**src/dfll_params.svh**
```systemverilog
// Purpose: constants for the frequency-locked loop trim block
// Assumes: register indices, byte address is four times the index
// Notes: included by the design and the bench
`ifndef DFLL_PARAMS_SVH
`define DFLL_PARAMS_SVH

// ----------------------------------------
// register indices
// ----------------------------------------
`define IDX_LOOP_CONTROL 8'h00
`define IDX_TRIM_FINE 8'h02
`define IDX_TRIM_RANGE 8'h03
`define IDX_RATIO_LOW 8'h05
`define IDX_RATIO_HIGH 8'h06
`define IDX_REF_SELECT 8'h08
`define IDX_LOOP_STATUS 8'h09

// ----------------------------------------
// field positions and reset values
// ----------------------------------------
`define POS_ENABLE 0
`define POS_SLOW_REF 0
`define POS_FAST_REF 1
`define RST_ENABLE 1'b0
`define RST_RATIO 16'h0000
`define RST_FAST_REF 2'h0
`define RST_SLOW_REF 1'b0
`define RST_FINE 7'h00
`define RST_RANGE 6'h00
`define FINE_MAX 7'h7f

// ----------------------------------------
// timing
// ----------------------------------------
`define REF_HZ 32768
`define CMP_HZ 1024
`define REF_DIV (`REF_HZ / `CMP_HZ)

`endif

```
**src/dfll_pkg.sv**
```systemverilog
// Purpose: types for the frequency-locked loop trim block
// Assumes: constants come from dfll_params.svh
// Notes: none
package dfll_pkg;
  typedef enum logic [1:0] {ST_IDLE, ST_WAIT, ST_MEAS} loop_state_t;
  typedef enum logic [1:0] {
    REF_INT32K = 2'h0,
    REF_XTAL32K = 2'h1
  } fast_ref_t;
endpackage

```
**src/dfll_calibration_control.sv**
```systemverilog
// Purpose: oscillator trim registers with frequency-locked loop
// Assumes: ref and oscillator strobes synchronous to clk_sys
// Notes: AHB-Lite slave, zero wait states while ce is high
`timescale 1ns/1ps
`include "dfll_params.svh"

module dfll_calibration_control #(
  parameter bit LOOP_IS_FAST = 1'b1,
  parameter int REF_DIV = `REF_DIV
)(
  // clock, reset, clock enable
  input wire logic clk_sys,
  input wire logic rst,
  input wire logic ce,
  // ahb-lite slave
  input wire logic hsel,
  input wire logic [31:0] haddr,
  input wire logic [1:0] htrans,
  input wire logic hwrite,
  input wire logic [2:0] hsize,
  input wire logic [31:0] hwdata,
  input wire logic hready,
  output logic hreadyout,
  output logic hresp,
  output logic [31:0] hrdata,
  // reference clocks and oscillator cycle strobe
  input wire logic internal32kReference,
  input wire logic crystal32kReference,
  input wire logic oscCycle,
  // factory trim from signature row
  input wire logic [6:0] factoryFine,
  input wire logic [5:0] factoryRange,
  // oscillator trim
  output logic [6:0] trimFineField,
  output logic [5:0] trimRangeField,
  output dfll_pkg::fast_ref_t fastOscRefSelect,
  output logic slowOscRefSelect
);
  import dfll_pkg::*;

  // ----------------------------------------
  // declarations
  // ----------------------------------------
  localparam logic [5:0] DIV_LAST = 6'(REF_DIV - 1);
  loop_state_t state_r, state_nxt;
  logic enReq_r, loadPend_r, refPrev_r, slowSel_r;
  logic [1:0] fastSel_r;
  logic [6:0] fine_r, fine_nxt;
  logic [5:0] range_r, divCnt_r;
  logic [15:0] ratio_r, oscCnt_r, lastCount_r;
  logic dphWr_r;
  logic [7:0] dphIdx_r;

  function automatic logic [7:0] regIdx(input logic [31:0] a);
    regIdx = (a[31:10] == 22'h0 && a[1:0] == 2'h0) ? a[9:2] : 8'hff;
  endfunction

  // ----------------------------------------
  // bus decode
  // ----------------------------------------
  wire addrPhase = ce && hsel && hready && htrans[1];
  wire [7:0] aIdx = regIdx(haddr);
  wire wrPhase = ce && dphWr_r;
  wire enRead = enReq_r || (state_r != ST_IDLE);
  wire wrCtrl = wrPhase && dphIdx_r == `IDX_LOOP_CONTROL;
  wire wrFine = wrPhase && dphIdx_r == `IDX_TRIM_FINE;
  wire wrRange = wrPhase && dphIdx_r == `IDX_TRIM_RANGE;
  wire wrLow = wrPhase && dphIdx_r == `IDX_RATIO_LOW;
  wire wrHigh = wrPhase && dphIdx_r == `IDX_RATIO_HIGH;
  wire wrRef = wrPhase && dphIdx_r == `IDX_REF_SELECT;
  wire trimWrOk = !enRead && !loadPend_r;
  wire [31:0] rdMux =
    (aIdx == `IDX_LOOP_CONTROL) ? {31'h0, enRead} :
    (aIdx == `IDX_TRIM_FINE) ? {25'h0, fine_r} :
    (aIdx == `IDX_TRIM_RANGE) ? {26'h0, range_r} :
    (aIdx == `IDX_RATIO_LOW) ? {24'h0, ratio_r[7:0]} :
    (aIdx == `IDX_RATIO_HIGH) ? {24'h0, ratio_r[15:8]} :
    (aIdx == `IDX_REF_SELECT) ? {29'h0, fastSel_r, slowSel_r} :
    (aIdx == `IDX_LOOP_STATUS) ? {16'h0, lastCount_r} : 32'h0;

  assign hreadyout = ce;
  assign hresp = 1'b0;

  always_ff @(posedge clk_sys or posedge rst)
  begin
    if (rst)
    begin
      dphWr_r <= 1'b0;
      dphIdx_r <= 8'h00;
      hrdata <= 32'h0;
    end
    else if (ce)
    begin
      dphWr_r <= addrPhase && hwrite;
      dphIdx_r <= aIdx;
      if (addrPhase && !hwrite)
        hrdata <= rdMux;
    end
  end

  // ----------------------------------------
  // reference routing
  // ----------------------------------------
  // reserved fast codes route no reference, so a fast loop (LOOP_IS_FAST) stalls
  wire fastRef = (fastSel_r == REF_INT32K) ? internal32kReference :
    (fastSel_r == REF_XTAL32K) ? crystal32kReference : 1'b0;
  wire slowRef = slowSel_r ? crystal32kReference :
    internal32kReference;
  wire selRef = LOOP_IS_FAST ? fastRef : slowRef;
  wire refEdge = selRef && !refPrev_r;
  assign fastOscRefSelect = fast_ref_t'(fastSel_r);
  assign slowOscRefSelect = slowSel_r;

  // ----------------------------------------
  // loop sequencing
  // ----------------------------------------
  wire periodEnd = state_r == ST_MEAS && refEdge
    && divCnt_r == DIV_LAST;
  wire upd = ce && periodEnd;
  // the strobe sampled at the closing edge still counts for that period
  wire [15:0] oscTotal = (oscCycle && oscCnt_r != 16'hffff) ?
    oscCnt_r + 16'h0001 : oscCnt_r;
  wire cntHigh = oscTotal > ratio_r;
  wire cntLow = oscTotal < ratio_r;

  always_comb
  begin
    state_nxt = state_r;
    case (state_r)
      ST_IDLE:
        if (enReq_r)
          state_nxt = ST_WAIT;
      ST_WAIT:
        if (!enReq_r)
          state_nxt = ST_IDLE;
        else if (refEdge)
          state_nxt = ST_MEAS;
      ST_MEAS:
        if (periodEnd && !enReq_r)
          state_nxt = ST_IDLE;
      default:
        state_nxt = ST_IDLE;
    endcase
  end

  // step fine trim, saturating at its ends
  always_comb
  begin
    fine_nxt = fine_r;
    if (loadPend_r)
      fine_nxt = factoryFine;
    else if (upd && cntHigh && fine_r != 7'h00)
      fine_nxt = fine_r - 7'h01;
    else if (upd && cntLow && fine_r != `FINE_MAX)
      fine_nxt = fine_r + 7'h01;
    else if (wrFine && trimWrOk)
      fine_nxt = hwdata[6:0];
  end

  always_ff @(posedge clk_sys or posedge rst)
  begin
    if (rst)
    begin
      state_r <= ST_IDLE;
      refPrev_r <= 1'b0;
      divCnt_r <= 6'h00;
      oscCnt_r <= 16'h0000;
      lastCount_r <= 16'h0000;
    end
    else if (ce)
    begin
      state_r <= state_nxt;
      refPrev_r <= selRef;
      if (state_r != ST_MEAS || periodEnd)
      begin
        divCnt_r <= 6'h00;
        oscCnt_r <= 16'h0000;
      end
      else
      begin
        if (refEdge)
          divCnt_r <= divCnt_r + 6'h01;
        oscCnt_r <= oscTotal;
      end
      if (periodEnd)
        lastCount_r <= oscTotal;
    end
  end

  // ----------------------------------------
  // registers
  // ----------------------------------------
  always_ff @(posedge clk_sys or posedge rst)
  begin
    if (rst)
    begin
      loadPend_r <= 1'b1;
      fine_r <= `RST_FINE;
      range_r <= `RST_RANGE;
    end
    else if (ce)
    begin
      loadPend_r <= 1'b0;
      fine_r <= fine_nxt;
      if (loadPend_r)
        range_r <= factoryRange;
      else if (wrRange && trimWrOk)
        range_r <= hwdata[5:0];
    end
  end

  always_ff @(posedge clk_sys or posedge rst)
  begin
    if (rst)
    begin
      enReq_r <= `RST_ENABLE;
      ratio_r <= `RST_RATIO;
      fastSel_r <= `RST_FAST_REF;
      slowSel_r <= `RST_SLOW_REF;
    end
    else if (ce)
    begin
      if (wrCtrl)
        enReq_r <= hwdata[`POS_ENABLE];
      if (wrLow)
        ratio_r[7:0] <= hwdata[7:0];
      if (wrHigh)
        ratio_r[15:8] <= hwdata[7:0];
      if (wrRef)
      begin
        fastSel_r <= hwdata[`POS_FAST_REF +: 2];
        slowSel_r <= hwdata[`POS_SLOW_REF];
      end
    end
  end

  // 13-bit trim drives the oscillator directly
  assign trimFineField = fine_r;
  assign trimRangeField = range_r;
endmodule

```
**config.mk**
```make
export PLATFORM = sky130hd
export DESIGN_NAME = dfll_calibration_control
export DESIGN_NICKNAME = d
export VERILOG_FILES = /design/src/dfll_pkg.sv /design/src/dfll_calibration_control.sv
export VERILOG_INCLUDE_DIRS = /design/src /design/src/src
export SDC_FILE = /design/constraint.sdc
export NUM_CORES = 1
export LEC_CHECK = 0
export BUFFER_PORTS_ARGS = -buffer_cell sky130_fd_sc_hd__buf_4
export CAP_MARGIN = 20
export CELL_PAD_IN_SITES_DETAIL_PLACEMENT = 1
export CELL_PAD_IN_SITES_GLOBAL_PLACEMENT = 1
export CORE_ASPECT_RATIO = 1.5
export CORE_UTILIZATION = 40
export DETAILED_ROUTE_END_ITERATION = 8
export HOLD_SLACK_MARGIN = 0.06
export PLACE_DENSITY = 0.82
export SETUP_SLACK_MARGIN = 0.2
export SYNTH_ARGS = -nofsm -noshare
export SYNTH_HDL_FRONTEND = slang
export SYNTH_SLANG_ARGS = --single-unit
```
**constraint.sdc**
```tcl
create_clock -name clk_sys -period 4.8 [get_ports clk_sys]
set_clock_uncertainty 0.15 [all_clocks]
set_input_delay 0.72 -clock clk_sys [delete_from_list [all_inputs] [get_ports clk_sys]]
set_output_delay 0.72 -clock clk_sys [all_outputs]
set_load 0.02 [all_outputs]
```
==> Word-level counts from Yosys, hierarchy flattened <==
Cells that the tools add are included.
{ "op_classes": {"addsub": 4, "order_cmp": 2, "n_eq_ne": 21, "n_mux": 25, "reduce_logical": 54} }
{ "ops": {"columns": ["op", "n"], "rows": [
  ["$mux 16", 9],
  ["$eq 8x2->1 const B", 4],
  ["$eq 8x3->1 const B", 4],
  ["$mux 7", 4],
  ["$logic_and 1x1->1", 26],
  ["$eq 8x4->1 const B", 3],
  ["$mux 6", 4],
  ["$logic_not 22->1", 1],
  ["$reduce_and 2->1", 9],
  ["$add 16x1->16 const B", 1],
  ["$gt 16x16->1", 1],
  ["$logic_not 8->1", 2],
  ["$lt 16x16->1", 1],
  ["$ne 16x16->1 const B", 1],
  ["$mux 2", 4],
  ["$mux 8", 1],
  ["$add 7x1->7 const B", 1],
  ["$ne 7x7->1 const B", 1],
  ["$reduce_bool 7->1", 1],
  ["$sub 7x1->7 const B", 1],
  ["$add 6x1->6 const B", 1],
  ["$eq 6x5->1 const B", 1],
  ["$logic_not 2->1", 3],
  ["$pmux 2 s3", 1],
  ["other kinds (11)", 21]
]} }
{ "word_totals": {"ff_bits": 116, "inputBits": 91, "out_inout_bits": 50, "word_cells": 122} }

==> Logic depth before layout (Yosys ltp) <==
{ "logic_depth": {"depth_word": 12, "ltp_mapped": 17} }

==> Worst setup path before layout <==
No wires, ideal clock.
{ "synth_timing": {"kind": "register -> register", "startpoint": "register oscCnt_r[0]", "endpoint": "register fine_r[0], in the netlist trimFineField[0]", "setup_time_ps": 140, "arrival_time_ps": 3307, "required_time_ps": 4510, "path_slack_ps": 1203, "stages_incl_launch_ff": 18, "synth_period_minus_slack_ps": 3597, "cell_sequence": "dfrtp_1 > ha_1 > and3_1 > nand4_1 > o31a_1 > buf_6 > nand2_2 > nor2_1 > xor2_1 > ha_1 > nand4_1 > o221ai_1 > o21ai_1 > and3_1 > buf_2 > or2_1 > o2111ai_1 > o311ai_1"} }
{ "synth_between": {"elab_chain_cells": 9} }
{ "synth_rtl": {"columns": ["element", "line_no", "rtl"], "rows": [
  ["from (decl)", "dfll_calibration_control.sv:50", "logic [15:0] ratio_r, oscCnt_r, lastCount_r;"],
  ["from (signal assigned)", "dfll_calibration_control.sv:183", "oscCnt_r <= oscTotal;"],
  ["branches (longest 2 deep; another with $add 16x1->16)", null, null],
  ["$mux 16 *", "dfll_calibration_control.sv:121", "wire [15:0] oscTotal = (oscCycle && oscCnt_r != 16'hffff) ?"],
  ["named net oscTotal[6]", "dfll_calibration_control.sv:121", null],
  ["$lt 16x16->1", "dfll_calibration_control.sv:124", "wire cntLow = oscTotal < ratio_r;"],
  ["$logic_and 1x1->1", "dfll_calibration_control.sv:154", "else if (upd && cntLow && fine_r != `FINE_MAX)"],
  ["$logic_and 1x1->1 (no line)", null, null],
  ["$mux 7", "dfll_calibration_control.sv:154", null],
  ["$mux 7", "dfll_calibration_control.sv:152", "else if (upd && cntHigh && fine_r != 7'h00)"],
  ["$mux 7", "dfll_calibration_control.sv:150", "if (loadPend_r)"],
  ["to (signal assigned)", "dfll_calibration_control.sv:198", "fine_r <= `RST_FINE;"],
  ["to (signal assigned)", "dfll_calibration_control.sv:204", "fine_r <= fine_nxt;"],
  ["to (decl)", "dfll_calibration_control.sv:48", "logic [6:0] fine_r, fine_nxt;"]
]} }
Mark *: on every way through the listed nets, which the timed path passes.
A chain may end at the register's enable or synchronous reset.

==> Final worst setup path <==
{ "layout_timing": {"startpoint": "register oscCnt_r[0]", "endpoint": "register fine_r[2], in the netlist trimFineField[2]"} }
Same word-level chain as after synthesis.

==> impl_metrics.py <==
metrics = {
    "global_routing": {
        "grt_overflow": 0,
        "grt_pass1_wl_um": 30400,
        "antenna_found_initial": 0,
        "grt_pass1_vias": 6011,
        "track_usage": 0.253,
        "grt_start_max_net_pins": 76,
    },
    "yosys": {
        "ys_types": 75,
        "yosysMostFrequentCell": "dfrtp_1",
        "post-synth-top-area-cell": "dfrtp_1",
        "ys_async_sr_fraction": 1.00,
        "yosysWarnings": 0,
        "synth-edff-count": 0,
        "post_synth.cell_area_avg_um2": 9.26,
        "synth_area_mm2": 0.00599,
        "synthTopCellsByArea": "dfrtp_1 (41%), nand2_1 (4.6%), ha_1 (4.4%)",
        "ys_ff_latch": 100,
        "synth_top_area_share": 0.414,
        "synth-main-ff-cell": "dfrtp_1",
        "synth_cells": 647,
        "yosys-top-cells-count": "dfrtp_1 (99), nand2_1 (74), a21oi_1 (44), nor2_1 (41), o21ai_0 (32)",
        "ys_seq_area_frac": 0.418,
    },
    "setup_path": {
        "r2r_end": "trimFineField[2]",
        "start_kind": "flop",
        "cp_slowest_cell": "dfrtp_1",
        "worstPathRequired_ns": 4.87,
        "crit_start": "oscCnt_r[0]",
        "crit_path_end_kind": "flop",
        "worstSetupPathType": "reg -> reg",
        "r2r_slack_ns": 0.47,
        "cp.arrival_ns": 4.40,
        "path_cells": "ha_1, and3_1, nand4_1, o31a_2, and3_4, xor2_1, ha_1, a21oi_1, o21ai_0, a221oi_2, buf_4, and3_1, or2_1, o2111ai_1, nand3_1",
        "rr_worst_depth": 15,
        "cp-endpoint": "trimFineField[2]",
        "slowest_delay_ns": 0.45,
        "r2r_start": "oscCnt_r[0]",
        "crit_path_max_fanout": 9,
    },
    "final_layout": {
        "finish.instance_area_mm2": 0.00707,
        "syn_to_final_growth_pct": 18.1,
        "fin_cells": 926,
        "final_nets": 839,
        "diodes": 0,
        "post-route-util": 0.485,
        "drive_above_1_share": 0.216,
    },
    "pwr": {
        "combPwrFrac": 0.119,
        "power_frac_seq": 0.499,
        "finalPower_w": 0.00179,
        "power_switching_w": 0.000495,
        "vdd_ir_drop_max_mv": 0.146,
        "p_int_w": 0.00130,
        "p_per_area_mw_per_mm2": 253,
        "switching_share": 0.276,
        "power.share.clock": 0.382,
        "p_leak_nw": 3.22,
    },
    "status": {
        "run_status": "finished, final reports clean",
    },
    "routing": {
        "route.detailed.drc": 0,
        "vias": 5413,
        "viasPerCell": 5.85,
        "wirelength_um": 18700,
        "ant_nets": 0,
        "dr.pass1.iters": 4,
        "drt-initial-drc-count": 174,
        "wl_per_cell_um": 20.2,
    },
    "floorplanning": {
        "io_pins": 141,
        "num_rows": 54,
        "start_util": 0.410,
        "die_y_um": 152,
        "dieArea_mm2": 0.0155,
        "dieWidth_um": 102,
        "fp.coreArea_mm2": 0.0146,
    },
    "placed_design": {
        "gp_congestion": 0.917,
        "dp_cells": 911,
        "port_buffers": 95,
        "dpl.hpwl_um": 14200,
        "placed_area_mm2": 0.00679,
    },
    "timing": {
        "hold_viol": 0,
        "fin_setup_tns_ns": 0,
        "setup_viol": 0,
        "rsz0062_at_grt": "no",
        "slew_viol_final": 0,
        "slew_headroom": 0.266,
        "fin_crit_ns": 4.33,
        "max_freq_mhz": 231,
        "tightest_slew_ns": 1.10,
        "finalCritPeriodShare": 0.901,
    },
    "run": {
        "drv_cap": 0,
    },
    "cts": {
        "cts.sinks": 100,
        "cts.path.max_buffers": 2,
        "hold_buffers": 0,
        "cts-buffers-inserted": 9,
        "cts_tree": "done",
        "clk_latency_ns": 0.35,
        "path_clk_slew_ns": 0.07,
        "htreeDepth": 3,
        "cts-root-buf": "clkbuf_16",
    },
    "hold_path": {
        "hold_class": "reg -> reg",
    },
}
==> state kept, by name (all words and copies together), names as in the netlist <==
name,flops
divCnt_r,6
dphIdx_r,8
dphWr_r,1
enReq_r,1
fastOscRefSelect,2
hrdata,16
lastCount_r,16
loadPend_r,1
oscCnt_r,16
ratio_r,16
refPrev_r,1
slowOscRefSelect,1
state_r,2
trimFineField,7
trimRangeField,6
==> worst min path at each step <==
stage / depth (start not counted) / startpoint / end / slack (ns)
2_1_floorplan: 2 / oscCnt_r[11] / oscCnt_r[11] / 0.29
3_3_place_gp: 2 / oscCnt_r[11] / oscCnt_r[11] / 0.30
3_5_place_dp: 2 / hrdata[5] / hrdata[5] / 0.34
4_1_cts: 1 / lastCount_r[10] / hrdata[10] / 0.35
5_1_grt: 1 / lastCount_r[10] / hrdata[10] / 0.38
6_report: 1 / lastCount_r[10] / hrdata[10] / 0.34
==> stage by stage <==
| stage | hold slack, ns | worst slack (ns) |
|---|---|---|
| floorplan | 0.288 | 1.20 |
| global placement | 0.305 | 0.574 |
| detailed placement | 0.336 | 0.365 |
| CTS | 0.349 | 0.344 |
| global route | 0.380 | 0.203 |
| finish | 0.340 | 0.475 |
==> critical path: cells and delay by family (launching register included) <==
family          cells  cell delay (ns)
simple gates        6             1.40
compound gates      5             1.22
fa+ha+maj           2             0.47
flops               1             0.45
xor+xnor            1             0.34
buf+inv             1             0.17
==> metal layers <==
layer,share of wire,track usage,routed length [um]
met1,0.37,0.261,6850
met2,0.55,0.468,10200
met3,0.039,0.0391,737
met4,0.049,0.148,909
met5,0,0,0
==> final cells by class <==
type	count	area, um^2
Fill cell	1735	7520
Tap cell	196	245
Sequential cell	100	2500
Multi-Input combinational cell	483	3170
Clock buffer	9	225
Clock inverter	5	38.8
Inverter	30	115
Timing Repair Buffer	103	773
==> layout by cell type, fill, tap and decap left out, types with 4 or more instances in the layout <==
cell type     n
buf_4       103
dfrtp_1      99
nand2_1      74
a21oi_1      44
nor2_1       41
o21ai_0      32
inv_1        28
o21ai_1      24
ha_1         21
nand3_1      19
conb_1       17
mux2_2       15
nand4_1      13
mux2i_1      12
nor3_1       12
xor2_1       12
a22o_1       11
xnor2_1      10
nor4_1        9
clkbuf_16     9
a22oi_1       8
o31ai_1       8
and3_1        7
nand2b_1      6
and2_1        4
o2bb2ai_1     4
o311ai_1      4
o22ai_1       4
clkinvlp_4    4
==> cell families after synthesis <==
logic type | count (synthesis) | synth area share
flops | 100 | 0.418
compound gates | 175 | 0.191
xor+xnor | 23 | 0.0336
mux | 30 | 0.0539
buf+inv | 80 | 0.0652
simple gates | 217 | 0.194
other cells | 1 | 0.000626
fa+ha+maj | 21 | 0.0439
==> power by group through the flow <==
stage	clock, W	sequential, W	combinational [W]
2_1_floorplan	0	0.000914	0.000113
3_3_place_gp	0	0.000907	0.000204
3_5_place_dp	0	0.000910	0.000213
4_1_cts	0.000692	0.000893	0.000214
5_1_grt	0.000723	0.000895	0.000233
6_report	0.000685	0.000894	0.000214
==> repair_timing <==
action                                  in CTS  in global routing
resized for setup                            0                  3
endpoints found under the setup margin       0                  7
setup buffers                                0                  1
Note: power is estimated with default switching activity, not from simulation.
